## config.mk

```make
export PLATFORM = sky130hd
export DESIGN_NAME = swpm_top
export DESIGN_NICKNAME = d
export VERILOG_FILES = /design/src/logic/swpm_pkg.sv /design/src/logic/swpm_top.sv
export SDC_FILE = /design/constraint.sdc
export NUM_CORES = 1
export LEC_CHECK = 0
export BUFFER_PORTS_ARGS = -buffer_cell sky130_fd_sc_hd__clkbuf_2
export CAP_MARGIN = 20
export CORE_MARGIN = 4
export CORE_UTILIZATION = 28
export CTS_BUF_LIST = sky130_fd_sc_hd__clkbuf_16
export CTS_CLUSTER_DIAMETER = 120
export DETAILED_ROUTE_END_ITERATION = 8
export PLACE_DENSITY = 0.49
export SYNTH_ARGS = -nofsm -noshare
export SYNTH_HDL_FRONTEND = slang
export SYNTH_SLANG_ARGS = --single-unit
```

## constraint.sdc

```tcl
create_clock -name SYS_CLK -period 3.7 [get_ports SYS_CLK]
set_input_delay 0.37 -clock SYS_CLK [delete_from_list [all_inputs] [get_ports SYS_CLK]]
set_output_delay 0.37 -clock SYS_CLK [all_outputs]
set_load 0.05 [all_outputs]
```

## src/logic/swpm_pkg.sv

```systemverilog
/*
  Shared constants and types for the switch power manager: register offsets,
  field positions, reset values, mode encoding and timing counts.
  Assumes a 25 MHz core clock and a 16-bit register port.
*/
package swpm_pkg;

  localparam int AW = 5;
  localparam int DW = 16;

  // register offsets
  localparam logic [AW-1:0] REG_PWR_CTRL = 5'h00;
  localparam logic [AW-1:0] REG_PORT_PD = 5'h01;
  localparam logic [AW-1:0] REG_EEE_EN = 5'h02;
  localparam logic [AW-1:0] REG_WAKE_CTRL = 5'h03;
  localparam logic [AW-1:0] REG_WAKE_STAT = 5'h04;
  localparam logic [AW-1:0] REG_NOEN_TMO = 5'h05;
  localparam logic [AW-1:0] REG_EN_WAKE_TM = 5'h06;
  localparam logic [AW-1:0] REG_STATUS = 5'h07;
  localparam logic [AW-1:0] REG_MAC_HI = 5'h08;
  localparam logic [AW-1:0] REG_MAC_MID = 5'h09;
  localparam logic [AW-1:0] REG_MAC_LO = 5'h0a;
  localparam logic [AW-1:0] REG_STRAP = 5'h0b;

  // field positions
  localparam int MODE_LSB = 3;
  localparam int MODE_MSB = 4;
  localparam int WAKE_ENERGY = 0;
  localparam int WAKE_LINK = 1;
  localparam int WAKE_MAGIC = 2;

  // global power mode field
  typedef enum logic [1:0] {
    PM_NORMAL = 2'h0,
    PM_ENERGY = 2'h1,
    PM_SOFT_PD = 2'h2,
    PM_RSVD = 2'h3
  } swpm_mode_e;

  typedef enum logic [0:0] {ED_NORMAL_PWR, ED_LOW_PWR} swpm_ed_e;

  typedef struct packed {
    logic int_en;
    logic pme_en;
    logic magic_en;
    logic link_en;
    logic energy_en;
  } swpm_wake_s;

  // reset values
  localparam logic [4:0] PORT_PD_RST = 5'h00;
  localparam logic [3:0] EEE_EN_RST = 4'h0;
  localparam swpm_wake_s WAKE_CTRL_RST = 5'h00;
  localparam logic [DW-1:0] NOEN_TMO_RST = 16'h03e8;
  localparam logic [DW-1:0] EN_WAKE_TM_RST = 16'h000a;
  localparam logic [47:0] MAC_ADDR_RST = 48'h000000000000;

  // timing
  localparam int CLK_PERIOD_NS = 40;
  localparam int ED_PERSIST_NS = 100;
  localparam int ED_PERSIST_CYC = (ED_PERSIST_NS + CLK_PERIOD_NS - 1) / CLK_PERIOD_NS;
  localparam int US_NS = 1000;
  localparam int US_CYC = US_NS / CLK_PERIOD_NS;
  localparam int RFR_PERIOD_US = 20000;
  localparam int RFR_PERIOD_CYC = RFR_PERIOD_US * US_CYC;
  localparam int RFR_LEN_US = 200;
  localparam int RFR_LEN_CYC = RFR_LEN_US * US_CYC;
  localparam int LP_INTERVAL_US = 16000;
  localparam int LP_INTERVAL_CYC = LP_INTERVAL_US * US_CYC;
  localparam int RXCLK_STOP_CYC = 9;

  // wake packet
  localparam logic [7:0] SYNC_BYTE = 8'hff;
  localparam logic [2:0] SYNC_LAST = 3'h5;
  localparam logic [2:0] MAC_BYTE_LAST = 3'h5;
  localparam logic [3:0] MAC_REP_LAST = 4'hf;

endpackage : swpm_pkg

```

## src/logic/swpm_top.sv

```systemverilog
/*
  Global and per-port power manager of a multi-port switch: power modes,
  energy-detect states, EEE low-power idle, wake detection and host signalling.
  Assumes all inputs synchronous to SYS_CLK and a single-cycle register port.
*/
`timescale 1ns/1ps
`default_nettype none
module swpm_top
  import swpm_pkg::*;
#(
  parameter int NPHY = 4,
  parameter int REFRESH_PERIOD_CYC = RFR_PERIOD_CYC,
  parameter int REFRESH_LEN_CYC = RFR_LEN_CYC,
  parameter int LINK_PULSE_CYC = LP_INTERVAL_CYC
)
(
  input wire logic SYS_CLK,
  input wire logic RESETN,
  input wire logic [AW-1:0] REG_ADDR,
  input wire logic [DW-1:0] REG_WDATA,
  input wire logic REG_WR,
  input wire logic REG_RD,
  output logic [DW-1:0] REG_RDATA,
  input wire logic [7:0] STRAP_IN,
  input wire logic [NPHY-1:0] ENERGY,
  input wire logic [NPHY-1:0] LINK_UP,
  input wire logic [NPHY-1:0] LINK_EEE_OK,
  input wire logic [NPHY-1:0] MAC_TX_LPI_REQ,
  input wire logic [NPHY-1:0] RX_PCODE,
  input wire logic [NPHY-1:0] RX_OTHER,
  input wire logic [7:0] RX_BYTE,
  input wire logic RX_BYTE_VALID,
  input wire logic RX_FRAME_START,
  output logic PLL_EN,
  output logic MAC_EN,
  output logic HOST_IF_EN,
  output logic PHY_EN,
  output logic RX_ENERGY_DET_EN,
  output logic LINK_PULSE,
  output logic [NPHY:0] PORT_POWER_DOWN,
  output logic [NPHY-1:0] TX_LPI,
  output logic [NPHY-1:0] TX_REFRESH,
  output logic [NPHY-1:0] MAC_RX_LPI,
  output logic [NPHY-1:0] RX_CLK_STOP,
  output logic [7:0] STRAP_CFG,
  output logic POWER_EVENT_N,
  output logic INTERRUPT_REQUEST_N
);

  localparam int RFW = $clog2(REFRESH_PERIOD_CYC + REFRESH_LEN_CYC + 1);
  localparam int LPW = $clog2(LINK_PULSE_CYC + 1);
  localparam int USW = $clog2(US_CYC + 1);

  function automatic logic wr_hit(input logic wr, input logic [AW-1:0] a,
                                  input logic [AW-1:0] off);
    return wr && (a == off);
  endfunction : wr_hit

  function automatic logic [7:0] mac_byte(input logic [47:0] mac, input logic [2:0] idx);
    return mac[8'(47 - 8 * int'(idx)) -: 8];
  endfunction : mac_byte

  ////////////////////////////////////////////////////////////////////////////
  // registers

  swpm_mode_e mode;
  logic [NPHY:0] port_pd;
  logic [NPHY-1:0] eee_en;
  swpm_wake_s wake_ctrl;
  logic [DW-1:0] noen_tmo;
  logic [DW-1:0] en_wake_tm;
  logic [47:0] mac_addr;
  logic [2:0] wake_stat;
  logic [7:0] strap_cfg;
  logic strap_pending;
  swpm_ed_e ed_state;
  logic spd_exit;
  logic [1:0] wr_mode;

  assign wr_mode = REG_WDATA[MODE_MSB:MODE_LSB];
  assign spd_exit = wr_hit(REG_WR, REG_ADDR, REG_PWR_CTRL) && mode == PM_SOFT_PD
                    && wr_mode != PM_SOFT_PD && wr_mode != PM_RSVD;

  // the reserved code is refused so exactly one mode always applies
  always_ff @(posedge SYS_CLK or negedge RESETN)
  begin
    if (!RESETN)
      mode <= PM_NORMAL;
    else if (spd_exit)
      mode <= PM_NORMAL;
    else if (wr_hit(REG_WR, REG_ADDR, REG_PWR_CTRL) && wr_mode != PM_RSVD)
      mode <= swpm_mode_e'(wr_mode);
  end

  // software-owned settings fall back to defaults on soft power-down exit
  always_ff @(posedge SYS_CLK or negedge RESETN)
  begin
    if (!RESETN)
    begin
      port_pd <= PORT_PD_RST;
      eee_en <= EEE_EN_RST;
      wake_ctrl <= WAKE_CTRL_RST;
      noen_tmo <= NOEN_TMO_RST;
      en_wake_tm <= EN_WAKE_TM_RST;
      mac_addr <= MAC_ADDR_RST;
    end
    else if (spd_exit)
    begin
      port_pd <= PORT_PD_RST;
      eee_en <= EEE_EN_RST;
      wake_ctrl <= WAKE_CTRL_RST;
      noen_tmo <= NOEN_TMO_RST;
      en_wake_tm <= EN_WAKE_TM_RST;
      mac_addr <= MAC_ADDR_RST;
    end
    else if (REG_WR)
    begin
      unique case (REG_ADDR)
        REG_PORT_PD: port_pd <= REG_WDATA[NPHY:0];
        REG_EEE_EN: eee_en <= REG_WDATA[NPHY-1:0];
        REG_WAKE_CTRL: wake_ctrl <= REG_WDATA[4:0];
        REG_NOEN_TMO: noen_tmo <= REG_WDATA;
        REG_EN_WAKE_TM: en_wake_tm <= REG_WDATA;
        REG_MAC_HI: mac_addr[47:32] <= REG_WDATA;
        REG_MAC_MID: mac_addr[31:16] <= REG_WDATA;
        REG_MAC_LO: mac_addr[15:0] <= REG_WDATA;
        default: ;
      endcase
    end
  end

  // straps are caught one edge after reset release or soft power-down exit
  always_ff @(posedge SYS_CLK or negedge RESETN)
  begin
    if (!RESETN)
    begin
      strap_pending <= 1'b1;
      strap_cfg <= 8'h00;
    end
    else
    begin
      if (strap_pending)
        strap_cfg <= STRAP_IN;
      strap_pending <= spd_exit;
    end
  end

  always_ff @(posedge SYS_CLK or negedge RESETN)
  begin
    if (!RESETN)
      REG_RDATA <= 16'h0000;
    else if (REG_RD)
    begin
      unique case (REG_ADDR)
        REG_PWR_CTRL: REG_RDATA <= {11'h000, mode, 3'h0};
        REG_PORT_PD: REG_RDATA <= {{(DW-NPHY-1){1'b0}}, port_pd};
        REG_EEE_EN: REG_RDATA <= {{(DW-NPHY){1'b0}}, eee_en};
        REG_WAKE_CTRL: REG_RDATA <= {11'h000, wake_ctrl};
        REG_WAKE_STAT: REG_RDATA <= {13'h0000, wake_stat};
        REG_NOEN_TMO: REG_RDATA <= noen_tmo;
        REG_EN_WAKE_TM: REG_RDATA <= en_wake_tm;
        REG_STATUS: REG_RDATA <= {MAC_RX_LPI[3:0], TX_LPI[3:0], 5'h00, ed_state, mode};
        REG_MAC_HI: REG_RDATA <= mac_addr[47:32];
        REG_MAC_MID: REG_RDATA <= mac_addr[31:16];
        REG_MAC_LO: REG_RDATA <= mac_addr[15:0];
        REG_STRAP: REG_RDATA <= {8'h00, strap_cfg};
        default: REG_RDATA <= 16'h0000;
      endcase
    end
    else
      REG_RDATA <= 16'h0000;
  end

  ////////////////////////////////////////////////////////////////////////////
  // energy-detect power-down

  logic any_energy;
  logic [USW-1:0] us_pre;
  logic us_tick;
  logic [DW-1:0] noen_cnt;
  logic [1:0] en_run;
  logic [LPW-1:0] lp_cnt;
  logic pwr_full;
  logic spd;

  assign any_energy = |(ENERGY & ~port_pd[NPHY-1:0]);
  assign us_tick = us_pre == USW'(US_CYC - 1);
  assign spd = mode == PM_SOFT_PD;
  assign pwr_full = mode == PM_NORMAL || (mode == PM_ENERGY && ed_state == ED_NORMAL_PWR);

  always_ff @(posedge SYS_CLK or negedge RESETN)
  begin
    if (!RESETN)
      us_pre <= '0;
    else if (us_tick)
      us_pre <= '0;
    else
      us_pre <= us_pre + 1'b1;
  end

  always_ff @(posedge SYS_CLK or negedge RESETN)
  begin
    if (!RESETN)
      ed_state <= ED_NORMAL_PWR;
    else if (mode != PM_ENERGY)
      ed_state <= ED_NORMAL_PWR;
    else
    begin
      unique case (ed_state)
        ED_NORMAL_PWR:
          if (us_tick && !any_energy && noen_cnt >= noen_tmo)
            ed_state <= ED_LOW_PWR;
        ED_LOW_PWR:
          if (any_energy && en_run == 2'(ED_PERSIST_CYC - 1))
            ed_state <= ED_NORMAL_PWR;
      endcase
    end
  end

  // microseconds without energy, saturating
  always_ff @(posedge SYS_CLK or negedge RESETN)
  begin
    if (!RESETN)
      noen_cnt <= '0;
    else if (any_energy || mode != PM_ENERGY || ed_state == ED_LOW_PWR)
      noen_cnt <= '0;
    else if (us_tick && noen_cnt != 16'hffff)
      noen_cnt <= noen_cnt + 1'b1;
  end

  // consecutive energy cycles in low power; a glitch restarts the count
  always_ff @(posedge SYS_CLK or negedge RESETN)
  begin
    if (!RESETN)
      en_run <= '0;
    else if (!any_energy || ed_state != ED_LOW_PWR)
      en_run <= '0;
    else if (en_run != 2'h3)
      en_run <= en_run + 1'b1;
  end

  always_ff @(posedge SYS_CLK or negedge RESETN)
  begin
    if (!RESETN)
    begin
      lp_cnt <= '0;
      LINK_PULSE <= 1'b0;
    end
    else if (ed_state != ED_LOW_PWR)
    begin
      lp_cnt <= '0;
      LINK_PULSE <= 1'b0;
    end
    else
    begin
      LINK_PULSE <= lp_cnt == LPW'(LINK_PULSE_CYC - 1);
      lp_cnt <= (lp_cnt == LPW'(LINK_PULSE_CYC - 1)) ? '0 : lp_cnt + 1'b1;
    end
  end

  always_ff @(posedge SYS_CLK or negedge RESETN)
  begin
    if (!RESETN)
    begin
      PLL_EN <= 1'b1;
      MAC_EN <= 1'b1;
      HOST_IF_EN <= 1'b1;
      PHY_EN <= 1'b1;
      RX_ENERGY_DET_EN <= 1'b0;
      PORT_POWER_DOWN <= '0;
    end
    else
    begin
      PLL_EN <= pwr_full;
      MAC_EN <= pwr_full;
      HOST_IF_EN <= pwr_full;
      PHY_EN <= pwr_full;
      RX_ENERGY_DET_EN <= mode == PM_ENERGY;
      PORT_POWER_DOWN <= port_pd | {(NPHY+1){spd}};
    end
  end

  ////////////////////////////////////////////////////////////////////////////
  // energy efficient ethernet, one slice per PHY port

  logic [NPHY-1:0] eee_active;
  logic [RFW-1:0] rf_cnt [NPHY];
  logic [3:0] rx_cnt [NPHY];
  logic [NPHY-1:0] tx_lpi;
  logic [NPHY-1:0] rx_lpi;

  // needs local enable and a negotiated partner
  assign eee_active = eee_en & LINK_EEE_OK & ~port_pd[NPHY-1:0] & {NPHY{pwr_full}};

  for (genvar i = 0; i < NPHY; i++)
  begin : g_eee
    // transmit idle only follows the MAC; dropping the request wakes at once
    always_ff @(posedge SYS_CLK or negedge RESETN)
    begin
      if (!RESETN)
        tx_lpi[i] <= 1'b0;
      else
        tx_lpi[i] <= eee_active[i] && MAC_TX_LPI_REQ[i];
    end

    // quiet period then refresh burst, repeating while idle
    always_ff @(posedge SYS_CLK or negedge RESETN)
    begin
      if (!RESETN)
        rf_cnt[i] <= '0;
      else if (!tx_lpi[i])
        rf_cnt[i] <= '0;
      else if (rf_cnt[i] == RFW'(REFRESH_PERIOD_CYC + REFRESH_LEN_CYC - 1))
        rf_cnt[i] <= '0;
      else
        rf_cnt[i] <= rf_cnt[i] + 1'b1;
    end

    // a non-refresh pattern takes priority so traffic is never held off
    always_ff @(posedge SYS_CLK or negedge RESETN)
    begin
      if (!RESETN)
        rx_lpi[i] <= 1'b0;
      else if (!eee_active[i] || RX_OTHER[i])
        rx_lpi[i] <= 1'b0;
      else if (RX_PCODE[i])
        rx_lpi[i] <= 1'b1;
    end

    always_ff @(posedge SYS_CLK or negedge RESETN)
    begin
      if (!RESETN)
        rx_cnt[i] <= '0;
      else if (!rx_lpi[i])
        rx_cnt[i] <= '0;
      else if (rx_cnt[i] != 4'(RXCLK_STOP_CYC))
        rx_cnt[i] <= rx_cnt[i] + 1'b1;
    end

    assign TX_LPI[i] = tx_lpi[i];
    assign TX_REFRESH[i] = tx_lpi[i] && rf_cnt[i] >= RFW'(REFRESH_PERIOD_CYC);
    assign MAC_RX_LPI[i] = rx_lpi[i];
    assign RX_CLK_STOP[i] = rx_lpi[i] && rx_cnt[i] == 4'(RXCLK_STOP_CYC);
  end

  ////////////////////////////////////////////////////////////////////////////
  // wake events

  logic [NPHY-1:0] link_q;
  logic [DW-1:0] en_wake_cnt;
  logic en_wake_done;
  logic energy_ev;
  logic [2:0] ff_cnt;
  logic in_addr;
  logic [2:0] byte_i;
  logic [3:0] rep;
  logic magic_hit;
  logic [2:0] wake_set;

  always_ff @(posedge SYS_CLK or negedge RESETN)
  begin
    if (!RESETN)
      link_q <= '0;
    else
      link_q <= LINK_UP;
  end

  // one event per energy episode longer than the wake time
  always_ff @(posedge SYS_CLK or negedge RESETN)
  begin
    if (!RESETN)
    begin
      en_wake_cnt <= '0;
      en_wake_done <= 1'b0;
    end
    else if (!any_energy)
    begin
      en_wake_cnt <= '0;
      en_wake_done <= 1'b0;
    end
    else if (us_tick && !en_wake_done)
    begin
      en_wake_cnt <= en_wake_cnt + 1'b1;
      en_wake_done <= en_wake_cnt >= en_wake_tm;
    end
  end

  assign energy_ev = us_tick && any_energy && !en_wake_done && en_wake_cnt >= en_wake_tm;

  // scanner: a run of sync bytes, then sixteen unbroken copies of the address
  always_ff @(posedge SYS_CLK or negedge RESETN)
  begin
    if (!RESETN)
    begin
      ff_cnt <= '0;
      in_addr <= 1'b0;
      byte_i <= '0;
      rep <= '0;
      magic_hit <= 1'b0;
    end
    else
    begin
      magic_hit <= 1'b0;
      if (RX_FRAME_START)
      begin
        ff_cnt <= '0;
        in_addr <= 1'b0;
      end
      else if (RX_BYTE_VALID && !in_addr)
      begin
        if (RX_BYTE != SYNC_BYTE)
          ff_cnt <= '0;
        else if (ff_cnt == SYNC_LAST)
        begin
          in_addr <= 1'b1;
          byte_i <= '0;
          rep <= '0;
        end
        else
          ff_cnt <= ff_cnt + 1'b1;
      end
      else if (RX_BYTE_VALID)
      begin
        if (RX_BYTE == mac_byte(mac_addr, byte_i))
        begin
          byte_i <= (byte_i == MAC_BYTE_LAST) ? '0 : byte_i + 1'b1;
          if (byte_i == MAC_BYTE_LAST)
            rep <= rep + 1'b1;
          if (byte_i == MAC_BYTE_LAST && rep == MAC_REP_LAST)
          begin
            magic_hit <= 1'b1;
            in_addr <= 1'b0;
            ff_cnt <= '0;
          end
        end
        else if (!(RX_BYTE == SYNC_BYTE && byte_i == '0 && rep == '0))
        begin
          in_addr <= 1'b0;
          ff_cnt <= (RX_BYTE == SYNC_BYTE) ? 3'h1 : 3'h0;
        end
      end
    end
  end

  assign wake_set = {magic_hit && wake_ctrl.magic_en,
                     (|(LINK_UP & ~link_q)) && wake_ctrl.link_en,
                     energy_ev && wake_ctrl.energy_en} & {3{!spd}};

  // write one to clear; a new event in the same cycle wins
  always_ff @(posedge SYS_CLK or negedge RESETN)
  begin
    if (!RESETN)
      wake_stat <= '0;
    else if (spd_exit)
      wake_stat <= '0;
    else if (wr_hit(REG_WR, REG_ADDR, REG_WAKE_STAT))
      wake_stat <= (wake_stat & ~REG_WDATA[2:0]) | wake_set;
    else
      wake_stat <= wake_stat | wake_set;
  end

  always_ff @(posedge SYS_CLK or negedge RESETN)
  begin
    if (!RESETN)
    begin
      POWER_EVENT_N <= 1'b1;
      INTERRUPT_REQUEST_N <= 1'b1;
    end
    else
    begin
      POWER_EVENT_N <= !(wake_ctrl.pme_en && |wake_stat);
      INTERRUPT_REQUEST_N <= !(wake_ctrl.int_en && |wake_stat);
    end
  end

  assign STRAP_CFG = strap_cfg;

  ////////////////////////////////////////////////////////////////////////////
  // assertions

  property p_mode_legal;
    @(posedge SYS_CLK) disable iff (!RESETN) mode != PM_RSVD;
  endproperty
  a_mode_legal: assert property (p_mode_legal) else $error("illegal mode");

  property p_spd_restore;
    @(posedge SYS_CLK) disable iff (!RESETN)
      spd_exit |=> mode == PM_NORMAL && eee_en == '0 && wake_ctrl == '0 ##1
                   strap_cfg == $past(STRAP_IN);
  endproperty
  a_spd_restore: assert property (p_spd_restore) else $error("soft pd exit");

  property p_ed_entry;
    @(posedge SYS_CLK) disable iff (!RESETN)
      $rose(ed_state == ED_LOW_PWR) |-> $past(noen_cnt) >= $past(noen_tmo)
                                        && $past(mode) == PM_ENERGY;
  endproperty
  a_ed_entry: assert property (p_ed_entry) else $error("early low power");

  property p_ed_wake;
    @(posedge SYS_CLK) disable iff (!RESETN)
      (ed_state == ED_LOW_PWR && any_energy && !REG_WR)[*3] |=> ed_state == ED_NORMAL_PWR;
  endproperty
  a_ed_wake: assert property (p_ed_wake) else $error("no wake on energy");

  property p_ed_stay;
    @(posedge SYS_CLK) disable iff (!RESETN)
      ed_state == ED_LOW_PWR && !any_energy && !REG_WR |=> ed_state == ED_LOW_PWR;
  endproperty
  a_ed_stay: assert property (p_ed_stay) else $error("left low power");

  property p_low_off;
    @(posedge SYS_CLK) disable iff (!RESETN)
      ed_state == ED_LOW_PWR |=> !PLL_EN && !MAC_EN && !HOST_IF_EN && RX_ENERGY_DET_EN;
  endproperty
  a_low_off: assert property (p_low_off) else $error("circuits on in low power");

  property p_tx_lpi;
    @(posedge SYS_CLK) disable iff (!RESETN)
      (eee_active[0] && MAC_TX_LPI_REQ[0] |=> TX_LPI[0])
      and (!MAC_TX_LPI_REQ[0] |=> !TX_LPI[0] && !TX_REFRESH[0]);
  endproperty
  a_tx_lpi: assert property (p_tx_lpi) else $error("tx idle mismatch");

  property p_rx_stop;
    @(posedge SYS_CLK) disable iff (!RESETN)
      $rose(RX_CLK_STOP[0]) |-> $past(rx_lpi[0], 9) && $past(rx_lpi[0], 1);
  endproperty
  a_rx_stop: assert property (p_rx_stop) else $error("rx clock stopped early");

  property p_eee_off;
    @(posedge SYS_CLK) disable iff (!RESETN)
      !eee_en[0] |=> !TX_LPI[0] && !MAC_RX_LPI[0];
  endproperty
  a_eee_off: assert property (p_eee_off) else $error("idle without enable");

  property p_magic_set;
    @(posedge SYS_CLK) disable iff (!RESETN)
      magic_hit && wake_ctrl.magic_en && !spd && !spd_exit |=> wake_stat[WAKE_MAGIC] ##1
      (!POWER_EVENT_N || !wake_ctrl.pme_en || !wake_stat[WAKE_MAGIC]);
  endproperty
  a_magic_set: assert property (p_magic_set) else $error("wake not reported");

  c_ed_cycle: cover property (@(posedge SYS_CLK) disable iff (!RESETN)
    ed_state == ED_LOW_PWR ##[1:1000] ed_state == ED_NORMAL_PWR);
  c_refresh: cover property (@(posedge SYS_CLK) disable iff (!RESETN) $rose(TX_REFRESH[0]));
  c_magic: cover property (@(posedge SYS_CLK) disable iff (!RESETN) magic_hit);
  c_spd_exit: cover property (@(posedge SYS_CLK) disable iff (!RESETN) spd_exit);

endmodule : swpm_top
`default_nettype wire

```

* Word-level counts from Yosys, hierarchy flattened
Index checks and enable logic that the tools add are counted.
W data, S select, Z words.
** Storage, ports and cells
- Register bits :: 310
- Input bits :: 67
- Logic and storage cells :: 335
** Operators by class
- Add/subtract/negate cells :: 17
- Order comparisons :: 6
- Equality and inequality tests :: 51
- Shift-type cells :: 1
- Mux-type cells :: 100
- Bitwise operators :: 15
- Reduce and logical (&&, ||, !) cells :: 93
** Operators by type and width (count)
- $mux W16 :: 14
- $pmux W16 S12 :: 1
- $mux W19 :: 10
- $mux W48 :: 2
- $add A19 B1 Y19 const B :: 5
- $eq A19 B19 Y1 const B :: 5
- $ge A19 B19 Y1 const B :: 4
- $mux W4 :: 17
- $shiftx A55 B7 Y8 :: 1
- $mux W3 :: 16
- $reduce_bool A2 Y1 :: 19
- $logic_and A1 B1 Y1 :: 36
- $mux W5 :: 7
- $add A16 B1 Y16 const B :: 2
- $ge A16 B16 Y1 :: 2
- $mux W1 :: 28
- $ne A4 B4 Y1 const B :: 6
- $add A4 B1 Y4 const B :: 5
- $and A4 B4 Y4 :: 5
- $eq A4 B4 Y1 const B :: 5
- $eq A5 B3 Y1 const B :: 4
- $eq A5 B4 Y1 const B :: 4
- $ne A16 B16 Y1 const B :: 1
- $reduce_and A2 Y1 :: 8
- 38 further kinds :: 76

* Longest topological paths before layout
- Word-level depth :: 11
- Mapped depth :: 11
- Mapped depth without buffers :: 10

* Worst setup path before layout
OpenSTA, ideal clock, no wires.
- Path kind :: register to register
- From :: register byte_i[2]
- To :: register ff_cnt[1]
- Arrival :: 2.737 ns
- Required time :: 3.575 ns
- Setup slack :: 0.838 ns
- Stages on the path, launching flop included :: 12
- Path buffers :: 2
- Clock period less this slack :: 2.862 ns
- Cell sequence :: dfrtp_1 -> ha_1 -> buf_6 -> and3b_1 -> buf_6 -> a222oi_1 -> xnor2_1 -> nor4_4 -> nand4_4 -> a211oi_2 -> o21ai_1 -> mux2_4
** Between the ends
- Cells in the longest elaborated chain, start to end :: 7
- Elaborated cells on any way between the ends :: 15
- Classes of those cells :: add/sub (1); eq/ne (4); shift (1); mux (4); reduce/logical (5)
** Ends and longest elaborated chain
- from (decl) :: line swpm_top.sv:355 : logic [2:0] byte_i;
- from (signal assigned) :: line swpm_top.sv:426 : byte_i <= (byte_i == MAC_BYTE_LAST) ? '0 : byte_i + 1'b1;
- $sub A6 B6 Y7 :: line swpm_top.sv:60 : return mac[8'(47 - 8 * int'(idx)) -: 8];
- $shiftx A55 B7 Y8 :: line swpm_top.sv:60
- $eq A8 B8 Y1 :: line swpm_top.sv:424 : if (RX_BYTE == mac_byte(mac_addr, byte_i))
- $mux W3 :: line swpm_top.sv:424
- $mux W3 :: line swpm_top.sv:422 : else if (RX_BYTE_VALID)
- $mux W3 :: line swpm_top.sv:409 : else if (RX_BYTE_VALID && !in_addr)
- $mux W3 :: line swpm_top.sv:404 : if (RX_FRAME_START)
- to (signal assigned) :: line swpm_top.sv:420 : ff_cnt <= ff_cnt + 1'b1;
- to (signal assigned) :: line swpm_top.sv:439 : ff_cnt <= (RX_BYTE == SYNC_BYTE) ? 3'h1 : 3'h0;
- to (decl) :: line swpm_top.sv:353 : logic [2:0] ff_cnt;
Several ways; a longest one is shown, not always the timed one. The select of a mux whose other input is x is not followed.
A chain may end at the register's enable or synchronous reset.

* Worst setup path after layout
- From :: register byte_i[1]
- To :: register ff_cnt[1]
Same word-level chain as after synthesis.

==> results by group <==
Run status
  • Result of the run: complete, no violations

Logic synthesis
  • Proportion of synthesized flip-flops having asynchronous set or reset: 100%
  • Netlist Area Pre-Place: 15400 um^2
  • Portion of synthesized cell area occupied by the leading cell type: around 48%
  • Synth Instances: 1574
  • Commonest cells in the netlist: sky130_fd_sc_hd__dfrtp_1, sky130_fd_sc_hd__nor2_1, sky130_fd_sc_hd__nand2_1
  • Synth warnings: 0
  • Syn Nets: roughly 1700
  • Number of library cell types mapped by synthesis: 66
  • Dominant register cell in the synthesized netlist: sky130_fd_sc_hd__dfrtp_1
  • Proportion of synthesized chip area in sequential cells: 50.4%
  • Number of flops mapped to enable cells by yosys: 0
  • Cell type with the largest total area after synthesis: sky130_fd_sc_hd__dfrtp_1
  • Syn Area/Cell: between 9 and 10 um^2
  • Most frequent cell after synthesis: sky130_fd_sc_hd__dfrtp_1
  • Cells taking the most area after synthesis: sky130_fd_sc_hd__dfrtp_1, sky130_fd_sc_hd__nor2_1, sky130_fd_sc_hd__ha_1, sky130_fd_sc_hd__xor2_1, sky130_fd_sc_hd__nand2_1
  • Register bit count reported by yosys: 310

Global routing
  • Vias in the first global route: 12120
  • Global router's overall resource usage: approximately 15%
  • Global route total overflow: 0
  • Number of antenna violations at the first check in global routing: 4
  • Largest net degree at the start of global routing: around 120
  • Wire length of the first global-routing pass: 69500 um

Floorplanning
  • Total Die Area: around 59000 um^2
  • Vertical extent of the die: 243 um
  • Cell row count: 85
  • Placeable core region: approximately 54000 um^2
  • Top Ports: 120
  • Die span in x: 243 um
  • Starting Density: 28.5%

Placement
  • Number of instances in the placed design: 2360
  • Half-perimeter wire length after placement: 31400 um
  • Final Wtd Congestion: 0.835
  • Worst setup slack after placement: 0.288 ns
  • Port Buffer Count: 119

STA
  • Setup skew after layout: 0.0217 ns
  • Post-layout min period: 3.40 ns
  • Relative slew slack: 32.4%
  • Count of final setup violators: 0
  • Unrepaired setup endpoints after global routing: false
  • Pins over their slew limit: 0
  • Post-route fraction of the period consumed by the critical path: roughly nine tenths
  • Final hold slack: 0.0578 ns
  • Worst slew pin tran: 1.01 ns
  • Setup tns final: 0 ns
  • Achievable Freq: 294 MHz
  • Hold Fails Final Rpt: 0
  • Setup slack of the critical path after layout: 0.299 ns

Pwr
  • Proportion of power drawn by the clock network: 44.5%
  • Leakage power summed over all cells: between 8 and 9 nW
  • Switching power summed over all nets: 0.00237 W
  • Proportion of power drawn by flip-flops and latches: between 40 and 50%
  • Switching share of total power: 27.0%
  • PwrDens: about 480 nW/um^2
  • Worst vdd rail ir drop: 287 uV
  • Power Internal: roughly 0.0064 W
  • Combinational Power Share: 10.7%
  • Final total power: 0.00876 W

Cells and area
  • Antenna Diode Count: 0
  • Footprint of the multi-input gates: 7140 um^2
  • Final layout net count: 1838
  • Fillers: between 5000 and 6000
  • Share of cells above drive strength 1: 15.8%
  • Syn-to-layout area delta: 18.7%
  • Storage element area: 7770 um^2
  • Post-route non-filler standard cell count: 2436

Worst setup path
  • Worst reg-to-reg setup slack: 0.30 ns
  • Arrival time at the worst endpoint: 3.83 ns
  • Number of cell instances on the worst register-to-register path: 10
  • Capturing element type of the critical path: flip-flop
  • Highest net fanout along the worst path: 11
  • Largest incremental delay on the critical path: roughly 0.6 ns
  • Source of the worst register-to-register timing path: byte_i[1]
  • Critical-path cell list: ha_1 > buf_4 > mux2_2 > a222oi_1 > xnor2_1 > nor4_4 > nand4_4 > a211oi_2 > o21ai_1 > mux2_4
  • Startpoint types: flip-flop
  • Reg2Reg Capture Point: ff_cnt[1]
  • Path type of the worst setup path: reg -> reg
  • Data required time of the critical path: 4.13 ns
  • Slowest cell on the critical path: sky130_fd_sc_hd__ha_1

Clocking
  • Clk root buf: sky130_fd_sc_hd__clkbuf_16
  • Bufs on Longest Clock Path: 3
  • Number of H-tree levels: 2
  • Clock transition at the registers of the reported paths: 0.06 ns
  • Clock latency on the worst-skew pair: 0.55 ns
  • Clock tree from TritonCTS: yes
  • Clock Sinks: 310
  • TritonCTS Buffers: 37

Drt
  • Post-route antenna net violation count: 0
  • Overall via count from detail_route: 12030
  • Average via count per standard cell: 4.94
  • Pre-Repair DR Iteration Count: 5
  • # DRC: 0
  • Average detailed-routed wire length per instance: 17.8 um
  • Initial drt markers: 850
  • DRT Wirelength: 43300 um

Flow run
  • Number of max-cap violations: 0

Min path
  • Hold path start: STRAP_IN[1]
  • Min-Delay Endpoint: STRAP_CFG[1]
  • Worst hold path class: in -> reg
  • Hold Path Depth: 2
[flip-flops by register name, summed over array words and instances, names as in the netlist, 2 cells and up]
| name | cells |
|---|---|
| ff_cnt | 3 |
| TX_LPI | 4 |
| en_run | 2 |
| en_wake_cnt | 16 |
| rx_cnt | 16 |
| noen_tmo | 16 |
| rep | 4 |
| mode | 2 |
| wake_stat | 3 |
| eee_en | 4 |
| REG_RDATA | 16 |
| link_q | 4 |
| STRAP_CFG | 8 |
| MAC_RX_LPI | 4 |
| byte_i | 3 |
| us_pre | 5 |
| port_pd | 5 |
| lp_cnt | 19 |
| noen_cnt | 16 |
| mac_addr | 48 |
| en_wake_tm | 16 |
| wake_ctrl | 5 |
| PORT_POWER_DOWN | 5 |
| rf_cnt | 76 |
[cell type report]
class	count	area share, %
flip-flops and latches	310	42.4
multi-input cells	1128	38.9
clock buffers	39	5.33
repair buffers	157	5.26
well taps	696	4.75
clock inverters	29	1.74
inverters	77	1.58
[placed cells by master, fill, tap and decap left out, types with 7 or more instances in the layout]
cell type	Yosys	final
sky130_fd_sc_hd__dfrtp_1	298	298
sky130_fd_sc_hd__nor2_1	202	202
sky130_fd_sc_hd__nand2_1	176	176
sky130_fd_sc_hd__clkbuf_2	0	118
sky130_fd_sc_hd__o21ai_0	111	107
sky130_fd_sc_hd__inv_1	76	81
sky130_fd_sc_hd__xor2_1	77	77
sky130_fd_sc_hd__nand3_1	64	64
sky130_fd_sc_hd__ha_1	60	60
sky130_fd_sc_hd__xnor2_1	49	49
sky130_fd_sc_hd__clkbuf_16	0	39
sky130_fd_sc_hd__a21oi_1	36	36
sky130_fd_sc_hd__a22oi_1	36	36
sky130_fd_sc_hd__nand4_1	32	32
sky130_fd_sc_hd__mux2_2	31	31
sky130_fd_sc_hd__buf_4	3	28
sky130_fd_sc_hd__nor3_1	25	24
sky130_fd_sc_hd__nand2b_1	20	20
sky130_fd_sc_hd__and3_1	20	20
sky130_fd_sc_hd__a31oi_1	19	19
sky130_fd_sc_hd__or3_1	17	17
sky130_fd_sc_hd__a32o_1	13	13
sky130_fd_sc_hd__dfstp_2	12	12
sky130_fd_sc_hd__a21o_1	12	12
sky130_fd_sc_hd__a222oi_1	11	11
sky130_fd_sc_hd__and2_1	10	10
sky130_fd_sc_hd__a22o_1	9	9
sky130_fd_sc_hd__a221oi_1	9	8
sky130_fd_sc_hd__clkinv_2	0	8
sky130_fd_sc_hd__and4_1	7	7
sky130_fd_sc_hd__bufinv_16	0	7
[metrics by stage]
step | utilization (%) | area (um^2)
5_1_grt | 33.8 | 18300
2_1_floorplan | - | 15400
3_5_place_dp | 31.2 | 16900
4_1_cts | 33.7 | 18300
6_report | 33.8 | 18300
3_3_place_gp | 31.2 | 16900
[power groups by stage]
| stage | sequential (W) | combinational (W) | clock, W |
|---|---|---|---|
| global placement | 0.00398 | 0.000924 | 0 |
| finish | 0.00392 | 0.000939 | 0.00390 |
| CTS | 0.00392 | 0.000952 | 0.00401 |
| detailed placement | 0.00398 | 0.000943 | 0 |
| floorplan | 0.00397 | 0.000489 | 0 |
| global route | 0.00395 | 0.00106 | 0.00414 |
[critical path: cells and delay by family (launching register included)]
kind | cells | cell delay [ns]
XOR/XNOR | 1 | 0.16
multiplexers | 2 | 0.65
AO/OA/AOI/OAI | 3 | 0.74
flip-flops | 1 | 0.47
adder cells (fa/ha/maj) | 1 | 0.61
buffers and inverters | 1 | 0.25
AND/OR/NAND/NOR | 2 | 0.40
[cell families after synthesis]
logic type	count (synthesis)	share of synthesized area, %
adders and majority gates	60	4.86
buffers and inverters	136	3.64
DFF	310	50.4
and+or+nand+nor	611	18.6
xor gates and xnor gates	126	7.15
AOI/OAI and AO/OA	286	12.0
muxes	45	3.36
[what timing repair did]
action | CTS | global route
endpoints found under the hold margin | 63 | 0
setup buffers | 0 | 0
resized for setup | 0 | 0
hold buffers | 5 | 0
[worst max path at each step]
stage,start,end,slack [ns],cells after the start
4_1_cts,byte_i[1],ff_cnt[1],0.27,10
2_1_floorplan,byte_i[2],ff_cnt[1],0.84,11
3_3_place_gp,byte_i[1],ff_cnt[1],0.42,10
6_report,byte_i[1],ff_cnt[1],0.30,10
3_5_place_dp,byte_i[1],ff_cnt[1],0.29,10
5_1_grt,byte_i[1],ff_cnt[1],0.06,10
[routing by layer]
layer	global-route usage (%)	part of all wire [%]
met3	2.33	5.1
met5	0	0.030
met4	3.75	1.8
met1	21.1	48
met2	22.9	45
(Power assumes the default switching activity.)
